### config.mk
export PLATFORM = sky130hd
export DESIGN_NAME = mbs_top
export DESIGN_NICKNAME = d
export VERILOG_FILES = /design/src/include/mbs_pkg.sv /design/src/hdl/mbs_sync.sv /design/src/hdl/mbs_top.sv
export SDC_FILE = /design/constraint.sdc
export NUM_CORES = 1
export LEC_CHECK = 0
export BUFFER_PORTS_ARGS = -buffer_cell sky130_fd_sc_hd__buf_4
export CORE_UTILIZATION = 54
export CTS_CLUSTER_SIZE = 25
export DETAILED_ROUTE_END_ITERATION = 10
export PLACE_DENSITY = 0.79
export SYNTH_ARGS = -nofsm -noshare
export SYNTH_HDL_FRONTEND = slang
export SYNTH_SLANG_ARGS = --single-unit
### constraint.sdc
create_clock -name i_clk -period 3.1 [get_ports i_clk]
set_clock_uncertainty 0.15 [all_clocks]
set_input_delay 0.155 -clock i_clk [delete_from_list [all_inputs] [get_ports i_clk]]
set_output_delay 0.155 -clock i_clk [all_outputs]
set_load 0.02 [all_outputs]
### src/include/mbs_pkg.sv
// mbs_pkg: register map, field positions, reset values and timing for the
// modem and battery status block.
// assumes: 8-bit register port with a 3-bit word address, 25 MHz clock.
package mbs_pkg;

	// clock and timing
	localparam int unsigned CLK_HZ = 25_000_000;
	localparam int unsigned IRQ_PERIOD_S = 1;
	localparam int unsigned SEC_CYCLES = CLK_HZ * IRQ_PERIOD_S;

	// register port
	localparam int unsigned ADDR_W = 3;
	localparam int unsigned DATA_W = 8;
	localparam int unsigned FCT_W = 16;

	// register word addresses
	localparam logic [ADDR_W-1:0] ADR_MODEM_STATE = 3'h0;
	localparam logic [ADDR_W-1:0] ADR_CHARGER_STATE = 3'h1;
	localparam logic [ADDR_W-1:0] ADR_CONTROL = 3'h2;
	localparam logic [ADDR_W-1:0] ADR_WARN_LEVEL = 3'h3;
	localparam logic [ADDR_W-1:0] ADR_SLEEP_LEVEL = 3'h4;
	localparam logic [ADDR_W-1:0] ADR_BATT_LEVEL = 3'h5;
	localparam logic [ADDR_W-1:0] ADR_FCT_LO = 3'h6;
	localparam logic [ADDR_W-1:0] ADR_FCT_HI = 3'h7;

	// modem state byte fields
	localparam int unsigned MS_POWERED = 0;
	localparam int unsigned MS_ALWAYS_ONE = 1;
	localparam int unsigned MS_RING_WAKE = 2;
	localparam int unsigned MS_PRESENT = 3;
	localparam int unsigned MS_CALL_SEEN = 4;
	localparam int unsigned MS_LINE_SEIZED = 5;

	// charger state byte fields
	localparam int unsigned CS_ATTACHED = 0;
	localparam int unsigned CS_FAST = 1;
	localparam int unsigned CS_OVERFLOW = 2;
	localparam int unsigned CS_EXHAUSTED = 3;
	localparam int unsigned CS_WARNING = 4;
	localparam int unsigned CS_LINK_CHANGED = 5;

	// control register fields
	localparam int unsigned CTL_MODEM_POWER = 0;
	localparam int unsigned CTL_RING_WAKE = 1;

	// reset values and fast-charge timer limit
	localparam logic [DATA_W-1:0] RST_CONTROL = 8'h00;
	localparam logic [DATA_W-1:0] RST_WARN_LEVEL = 8'h80;
	localparam logic [DATA_W-1:0] RST_SLEEP_LEVEL = 8'h60;
	localparam logic [FCT_W-1:0] FCT_MAX = 16'hFFFF;

	typedef enum logic [1:0] {
		MBS_CHG_OFF,
		MBS_CHG_FAST_RISE,
		MBS_CHG_FAST_HOLD,
		MBS_CHG_TRICKLE
	} mbs_chg_e;

endpackage : mbs_pkg

### src/hdl/mbs_sync.sv
// mbs_sync: two-flop synchroniser for a bundle of pin levels.
// assumes: each bit is an independent level; no bus coherency is implied.
`timescale 1ns/100ps
module mbs_sync #(
	parameter int unsigned W = 1
) (
	input wire logic i_clk,
	input wire logic i_rst_n,
	input wire logic [W-1:0] i_async,
	output logic [W-1:0] o_sync
);
	logic [W-1:0] meta_q;
	logic [W-1:0] sync_q;

	always_ff @(posedge i_clk) begin
		if (!i_rst_n) begin
			meta_q <= '0;
			sync_q <= '0;
		end else begin
			meta_q <= i_async;
			sync_q <= meta_q;
		end
	end

	assign o_sync = sync_q;

endmodule : mbs_sync

### src/hdl/mbs_top.sv
// mbs_top: modem and battery status bytes, charge sequencing, low-battery policy.
// assumes: modem, charger and battery level come from pins; 8-bit register port.
//
// Behaviour
// modem byte bit 1 reads one; bits 6 and 7 reserved, read zero.
// modem byte bit 0 shows modem power.
// modem byte bit 2 shows ring wakeup enable.
// modem byte bit 3 shows modem presence.
// modem byte bit 4 set when an incoming call is detected.
// modem byte bit 5 shows modem off hook (busy).
// no incoming call accepted or signalled while off hook.
// accepted call with ring wakeup enabled wakes a sleeping system.
// warn below upper threshold, force sleep below lower threshold.
// charger byte bit 0 shows charger attached; bits 6, 7 read zero.
// charger byte bit 1 shows fast charging.
// charger byte bit 2 shows fast-charge timer overflow.
// charger byte bit 3 always reads zero.
// charger byte bit 4 shows battery below warning threshold.
// while battery low, interrupt pulse once per second.
// charger byte bit 5 set on charger attach or detach.
// attaching charger to low battery starts fast charge until full.
// fast-charge timer counts time to reach full voltage.
// after full, fast charge continues until timer counts to zero, then trickle.
// link-changed bit clears when charger byte is read.
`timescale 1ns/100ps
module mbs_top
	import mbs_pkg::*;
#(
	parameter int unsigned SEC_CNT = SEC_CYCLES
) (
	input wire logic i_clk,
	input wire logic i_rst_n,
	input wire logic [ADDR_W-1:0] i_addr,
	input wire logic [DATA_W-1:0] i_wdata,
	input wire logic i_wr,
	input wire logic i_rd,
	output logic [DATA_W-1:0] o_rdata,
	input wire logic i_modem_present,
	input wire logic i_ring,
	input wire logic i_line_seized,
	input wire logic i_charger_attached,
	input wire logic i_full_voltage,
	input wire logic i_system_asleep,
	input wire logic [DATA_W-1:0] i_batt_level,
	output logic o_modem_power,
	output logic o_wake,
	output logic o_force_sleep,
	output logic o_low_batt_irq,
	output logic o_fast_charge,
	output logic o_trickle_charge
);

	// pin synchronisers
	localparam int unsigned PIN_W = 6;
	logic [PIN_W-1:0] pins_s;
	logic [DATA_W-1:0] level_s;

	mbs_sync #(.W(PIN_W)) u_sync_pins (
		.i_clk(i_clk),
		.i_rst_n(i_rst_n),
		.i_async({i_modem_present, i_ring, i_line_seized, i_charger_attached,
			i_full_voltage, i_system_asleep}),
		.o_sync(pins_s)
	);

	mbs_sync #(.W(DATA_W)) u_sync_level (
		.i_clk(i_clk),
		.i_rst_n(i_rst_n),
		.i_async(i_batt_level),
		.o_sync(level_s)
	);

	wire modem_present = pins_s[5];
	wire ring_s = pins_s[4];
	wire line_seized = pins_s[3];
	wire charger_attached = pins_s[2];
	wire full_voltage = pins_s[1];
	wire asleep_s = pins_s[0];

	// registers
	logic [DATA_W-1:0] control_q;
	logic [DATA_W-1:0] warn_level_q;
	logic [DATA_W-1:0] sleep_level_q;
	logic [DATA_W-1:0] rdata_q;
	logic ring_q;
	logic attached_q;
	logic incoming_call_seen_q;
	logic charger_link_changed_q;
	logic fast_charge_timer_overflow_q;
	logic [FCT_W-1:0] fct_q;
	logic [FCT_W-1:0] fct_d;
	logic [31:0] sec_cnt_q;
	logic sec_tick_q;
	logic irq_q;
	logic wake_q;
	logic force_sleep_q;
	logic fast_q;
	logic trickle_q;
	mbs_chg_e chg_q;
	mbs_chg_e chg_d;

	// address decode
	wire wr_control = i_wr && (i_addr == ADR_CONTROL);
	wire wr_warn = i_wr && (i_addr == ADR_WARN_LEVEL);
	wire wr_sleep = i_wr && (i_addr == ADR_SLEEP_LEVEL);
	wire rd_modem = i_rd && (i_addr == ADR_MODEM_STATE);
	wire rd_charger = i_rd && (i_addr == ADR_CHARGER_STATE);

	wire modem_powered = control_q[CTL_MODEM_POWER];
	wire ring_wake_enabled = control_q[CTL_RING_WAKE];

	function automatic logic below(input logic [DATA_W-1:0] lvl,
		input logic [DATA_W-1:0] thr);
		below = lvl < thr;
	endfunction : below

	// battery policy
	wire battery_warning = below(level_s, warn_level_q);
	wire battery_sleep = below(level_s, sleep_level_q);

	// call detection
	wire ring_rise = ring_s && !ring_q;
	wire call_accept = ring_rise && modem_present && modem_powered && !line_seized;
	wire attach_edge = charger_attached != attached_q;

	// status bytes
	wire [DATA_W-1:0] modem_state_byte = {
		2'b00,
		line_seized,
		incoming_call_seen_q,
		modem_present,
		ring_wake_enabled,
		1'b1,
		modem_powered
	};

	wire [DATA_W-1:0] charger_state_byte = {
		2'b00,
		charger_link_changed_q,
		battery_warning,
		1'b0,
		fast_charge_timer_overflow_q,
		fast_q,
		charger_attached
	};

	logic [DATA_W-1:0] rd_mux;
	always_comb begin
		unique case (i_addr)
			ADR_MODEM_STATE: rd_mux = modem_state_byte;
			ADR_CHARGER_STATE: rd_mux = charger_state_byte;
			ADR_CONTROL: rd_mux = {6'b00_0000, control_q[1:0]};
			ADR_WARN_LEVEL: rd_mux = warn_level_q;
			ADR_SLEEP_LEVEL: rd_mux = sleep_level_q;
			ADR_BATT_LEVEL: rd_mux = level_s;
			ADR_FCT_LO: rd_mux = fct_q[7:0];
			ADR_FCT_HI: rd_mux = fct_q[15:8];
		endcase
	end

	// register port
	always_ff @(posedge i_clk) begin
		if (!i_rst_n) begin
			control_q <= RST_CONTROL;
			warn_level_q <= RST_WARN_LEVEL;
			sleep_level_q <= RST_SLEEP_LEVEL;
			rdata_q <= '0;
		end else begin
			if (wr_control) begin
				control_q <= {6'b00_0000, i_wdata[1:0]};
			end
			if (wr_warn) begin
				warn_level_q <= i_wdata;
			end
			if (wr_sleep) begin
				sleep_level_q <= i_wdata;
			end
			rdata_q <= i_rd ? rd_mux : '0;
		end
	end

	// sticky event flags, set wins over clear
	always_ff @(posedge i_clk) begin
		if (!i_rst_n) begin
			ring_q <= 1'b0;
			attached_q <= 1'b0;
			incoming_call_seen_q <= 1'b0;
			charger_link_changed_q <= 1'b0;
		end else begin
			ring_q <= ring_s;
			attached_q <= charger_attached;
			if (call_accept) begin
				incoming_call_seen_q <= 1'b1;
			end else if (rd_modem || line_seized) begin
				incoming_call_seen_q <= 1'b0;
			end
			if (attach_edge) begin
				charger_link_changed_q <= 1'b1;
			end else if (rd_charger) begin
				charger_link_changed_q <= 1'b0;
			end
		end
	end

	// wake and sleep control
	always_ff @(posedge i_clk) begin
		if (!i_rst_n) begin
			wake_q <= 1'b0;
			force_sleep_q <= 1'b0;
		end else begin
			wake_q <= call_accept && ring_wake_enabled && asleep_s;
			force_sleep_q <= battery_sleep;
		end
	end

	// one-second tick and low-battery interrupt
	always_ff @(posedge i_clk) begin
		if (!i_rst_n) begin
			sec_cnt_q <= '0;
			sec_tick_q <= 1'b0;
			irq_q <= 1'b0;
		end else begin
			if (sec_cnt_q == SEC_CNT - 1) begin
				sec_cnt_q <= '0;
				sec_tick_q <= 1'b1;
			end else begin
				sec_cnt_q <= sec_cnt_q + 32'h0000_0001;
				sec_tick_q <= 1'b0;
			end
			irq_q <= sec_tick_q && battery_warning;
		end
	end

	// charge sequencer
	always_comb begin
		chg_d = chg_q;
		fct_d = fct_q;
		unique case (chg_q)
			MBS_CHG_OFF: begin
				if (charger_attached) begin
					fct_d = '0;
					chg_d = battery_warning ? MBS_CHG_FAST_RISE : MBS_CHG_TRICKLE;
				end
			end
			MBS_CHG_FAST_RISE: begin
				if (full_voltage) begin
					chg_d = MBS_CHG_FAST_HOLD;
				end else if (fct_q == FCT_MAX) begin
					chg_d = MBS_CHG_TRICKLE;
				end else if (sec_tick_q) begin
					fct_d = fct_q + 16'h0001;
				end
			end
			MBS_CHG_FAST_HOLD: begin
				if (fct_q == '0) begin
					chg_d = MBS_CHG_TRICKLE;
				end else if (sec_tick_q) begin
					fct_d = fct_q - 16'h0001;
				end
			end
			MBS_CHG_TRICKLE: begin
				if (battery_warning && !fast_charge_timer_overflow_q) begin
					fct_d = '0;
					chg_d = MBS_CHG_FAST_RISE;
				end
			end
		endcase
		if (!charger_attached) begin
			chg_d = MBS_CHG_OFF;
		end
	end

	always_ff @(posedge i_clk) begin
		if (!i_rst_n) begin
			chg_q <= MBS_CHG_OFF;
			fct_q <= '0;
			fast_charge_timer_overflow_q <= 1'b0;
			fast_q <= 1'b0;
			trickle_q <= 1'b0;
		end else begin
			chg_q <= chg_d;
			fct_q <= fct_d;
			if (chg_q == MBS_CHG_FAST_RISE && fct_q == FCT_MAX && !full_voltage) begin
				fast_charge_timer_overflow_q <= 1'b1;
			end else if (attach_edge && charger_attached) begin
				fast_charge_timer_overflow_q <= 1'b0;
			end
			fast_q <= (chg_d == MBS_CHG_FAST_RISE) || (chg_d == MBS_CHG_FAST_HOLD);
			trickle_q <= chg_d == MBS_CHG_TRICKLE;
		end
	end

	assign o_rdata = rdata_q;
	assign o_modem_power = control_q[CTL_MODEM_POWER];
	assign o_wake = wake_q;
	assign o_force_sleep = force_sleep_q;
	assign o_low_batt_irq = irq_q;
	assign o_fast_charge = fast_q;
	assign o_trickle_charge = trickle_q;

endmodule : mbs_top

==> Flow_metrics.wiki <==
{| class="wikitable"
! Metric !! Value
|-
| Number of core rows || 37
|-
| Minimum setup slack among reg-to-reg paths || 0.25 ns
|-
| Clock slew at reported path FFs || around 0.06 ns
|-
| Horizontal die dimension || 106 µm
|-
| Global-route wire length before repair || 25,800 µm
|-
| Overall die height || between 100 and 150 µm
|-
| HPWL after detailed placement || 9690 µm
|-
| Slew Limit Fails || 0
|-
| Core region area || 10,500 µm²
|-
| Final critical path time including I/O delays and setup || about 2.9 ns
|-
| Headroom to the max-slew limit || 47.6%
|-
| R2R Path End || fct_q[15]
|-
| Clock group share of total power || 52.1%
|-
| Register bit count reported by yosys || 115
|-
| Fraction of final layout cells sized beyond drive strength 1 || 13.0%
|-
| Vias per cell || ~6
|-
| Synth-to-Final Area Change || 23.0%
|-
| Cells traversed along the worst timing path || inv_1 > ha_2 > buf_4 > buf_4 > a21oi_1 > o22ai_1 > a2111oi_4 > buf_4 > or3b_1 > nand4_1
|-
| RSZ-0062 raised after global routing || false
|-
| Sw Ratio || 25.3%
|-
| Total leakage power || 2.96 nW
|-
| Startpoint of the worst-slack reg-to-reg timing path || chg_q[0]
|-
| Drt first pass iters || 5
|-
| Drt drc || 0
|-
| Antenna diode instance count || 0
|-
| Least-Margin Pin Slew || 0.786 ns
|-
| Number of synthesized flops with an enable pin || 0
|-
| Number of sinks handled by clock tree synthesis || 115
|-
| Fill cell total of the finished layout || between 700 and 800
|-
| Setup CP Type || reg2reg
|-
| Max frequency || about 350 MHz
|-
| Antenna violations before repair || 0
|-
| Critical path launch point type || register
|-
| Total negative setup slack || 0 ns
|-
| Avg Synthesized Cell Area || between 8 and 9 µm²
|-
| Hold Path Depth || 5
|-
| PD cells || 520 nW/µm²
|-
| Sequential fraction of the synthesis area || 39.2%
|-
| Crit path capture type || register
|-
| Max-cap violation count || 0
|-
| Combinational power share || under 10%
|-
| Final clock period utilization by the worst path || 92.1%
|-
| All-layer global routing usage || 29.2%
|-
| Clk root buf || clkbuf_8
|-
| Final GP Congestion || 0.870
|-
| Net count of the mapped netlist || roughly 750
|-
| Setup Viol. Count Final || 0
|-
| Routed vias || about 5,400
|-
| Buffers and inverters on the worst path || 4
|-
| Required time of the critical path || 3.42 ns
|-
| Worst voltage drop across the vdd grid || 0.533 mV
|-
| Sw Pwr || approximately 0.95 mW
|-
| Netlist cell types || 68
|-
| Crit-path leading delay family || buffers and inverters
|-
| Count of synthesis-stage warnings from yosys || 0
|-
| Later-pin clock latency in the skew report || approximately 0.53 ns
|-
| TritonCTS Buffers || 17
|-
| Number of global-route vias before repair || 5,276
|-
| Critical path fanouts, max || 31
|-
| Hold Violations, Final || 0
|-
| Result of the run || finished, final reports clean
|-
| Number of I/O pins || 43
|-
| Sequential share of power || 40.8%
|-
| Arrival time worst endpoint || 3.17 ns
|-
| Netlist area before placement || 5880 µm²
|-
| Number of nets at the end of the flow || 824
|-
| Floorplan die area || about 11,000 µm²
|-
| Number of standard cells after synthesis || around 680
|-
| Final Util || 69.1%
|-
| Detailed Route Iter0 Violations || 441
|-
| Clock H-tree levels || 4
|-
| Wirelength, routed || 15,700 µm
|-
| Buffers added on ports || 42
|-
| Hold path start || i_wr
|-
| Crit path largest cell delay || 0.40 ns
|-
| Worst Hold End || control_q[1]
|-
| WL/cell || between 15 and 20 µm
|-
| Aggregate global routing overflow || 0
|-
| Int Pwr || 2.81 mW
|-
| Count of nets left with antenna violations after detail routing || 0
|-
| Most common cell type on the critical path || buf_4
|-
| Clock tree from TritonCTS || built
|-
| Maximum number of pins on one net before global-route repair || 55
|-
| Initial Util || 56.2%
|-
| Most frequently used flop master after synthesis || dfxtp_1
|-
| Max stage delay cell, worst path || or3b_1
|-
| Buffer depth of the longest clock path || 2
|-
| Fraction of synthesis flops using an asynchronous set or reset pin || 0%
|-
| FF-to-FF path depth || 10
|-
| Classification of the worst-slack hold path || in2reg
|}
synth_stat cells, drive strengths merged, types with 3 or more instances:
library cell  count  area share (%)
dfxtp           115              39
nor2             77             4.9
nand2            63             4.0
a21oi            41             3.7
and2             38             4.0
ha               36             7.7
nand3            34             3.0
inv              28             1.8
o21ai            20             1.8
xor2             20             3.0
nand4            18             2.0
xnor2            18             2.7
clkbuf           16             1.0
nand2b           15             1.6
nor3             12             1.0
buf              11             1.4
nor4             10             1.3
and3              8            0.94
mux2              8             1.5
a211oi            7            0.89
a21o              7            0.89
a22o              7             1.0
mux2i             7             1.2
nor2b             7            0.74
nand3b            5            0.85
a221oi            4            0.70
a22oi             4            0.51
a31oi             4            0.43
o211ai            4            0.60
o22ai             4            0.43
a32oi             3            0.45
through the flow:
step	total power [mW]	cells	hold WS [ns]	setup WS (ns)	cell area (µm²)
after floorplan	1.71	681	0.132	0.423	5880
after global placement	1.77	838	0.214	0.297	6270
after detailed placement	1.78	838	0.215	0.195	6270
after CTS	3.74	907	0.00137	0.145	7230
after global routing	3.88	907	0.00555	0.0712	7230
final	3.76	907	0.0116	0.246	7230
layer usage:
metal,GRT usage [%],vias up,wire (µm)
li1,-,2546,-
met1,35.2,2539,6580
met2,50.0,225,7770
met3,6.56,46,970
met4,12.3,0,413
met5,0,-,0
worst register-to-register path: stages (launching register included):
cell and delay (ns):
dfxtp_1 0.37, inv_1 0.10, ha_2 0.30, buf_4 0.20
buf_4 0.16, a21oi_1 0.17, o22ai_1 0.15, a2111oi_4 0.36
buf_4 0.38, or3b_1 0.40, nand4_1 0.07
power by group through the flow:
| stage | Combinational [mW] | Sequential (mW) | Clock [mW] |
|---|---|---|---|
| after floorplan | 0.146 | 1.56 | 0 |
| final | 0.264 | 1.53 | 1.96 |
| after global routing | 0.284 | 1.54 | 2.06 |
| after global placement | 0.211 | 1.56 | 0 |
| after detailed placement | 0.217 | 1.56 | 0 |
| after CTS | 0.256 | 1.53 | 1.95 |
repair_timing:
action	4_1_cts	5_1_grt
gates resized for setup	0	1
endpoints found under the hold margin	59	0
setup endpoints to repair	0	2
hold buffers	37	0
setup buffers	0	0
worst max path at each step:
stage / start / end / depth (start not counted)
after CTS: chg_q[0] / fct_q[15] / 10
after floorplan: chg_q[0] / fct_q[11] / 9
after global routing: chg_q[0] / fct_q[15] / 10
final: chg_q[0] / fct_q[15] / 10
after global placement: chg_q[0] / fct_q[15] / 10
after detailed placement: chg_q[0] / fct_q[15] / 10
final cells by class:
| class | instances | area (µm²) | share of cell area, % |
|---|---|---|---|
| Multi-Input combinational cell | 511 | 3330 | 46.1 |
| Sequential cell | 115 | 2300 | 31.8 |
| Timing Repair Buffer | 85 | 731 | 10.1 |
| Clock buffer | 18 | 418 | 5.78 |
| Clock inverter | 14 | 170 | 2.35 |
| Tap cell | 136 | 170 | 2.35 |
| Inverter | 28 | 105 | 1.45 |
state kept, by name (all words and copies together), names as in the netlist, 2 cells and up:
name                 cells
u_sync_level.meta_q      8
u_sync_pins.o_sync       6
warn_level_q             8
control_q                2
u_sync_level.o_sync      8
sleep_level_q            8
u_sync_pins.meta_q       6
sec_cnt_q               32
fct_q                   16
chg_q                    2
o_rdata                  8
logic make-up after synthesis:
group	share of synthesized area (%)
flip-flops	39.2
AO/OA/AOI/OAI	14.0
buffers and inverters	4.19
multiplexers	2.72
XOR/XNOR	5.66
adder cells (fa/ha/maj)	8.00
AND/OR/NAND/NOR	26.3
cell usage in the layout (no fill, tap or decap), types with 3 or more instances in the layout:
cell             n
a211oi_1         7
a21o_1           7
a21oi_1         38
a21oi_2          3
a221oi_1         3
a22o_1           7
a22oi_1          4
a31oi_1          4
a32oi_1          3
and2_1          38
and3_1           7
buf_4           48
clkbuf_16       16
clkinv_4         3
dfxtp_1        115
dlygate4sd3_1   37
ha_1            35
inv_1           28
inv_6            4
inv_8            3
mux2_2           8
mux2i_1          7
nand2_1         63
nand2b_1        15
nand3_1         33
nand3b_1         4
nand4_1         17
nor2_1          77
nor2b_1          7
nor3_1          12
nor4_1           9
o211ai_1         3
o21ai_0         18
o22ai_1          4
xnor2_1         18
xor2_1          20
No activity file was read; power rests on OpenSTA's default activity.
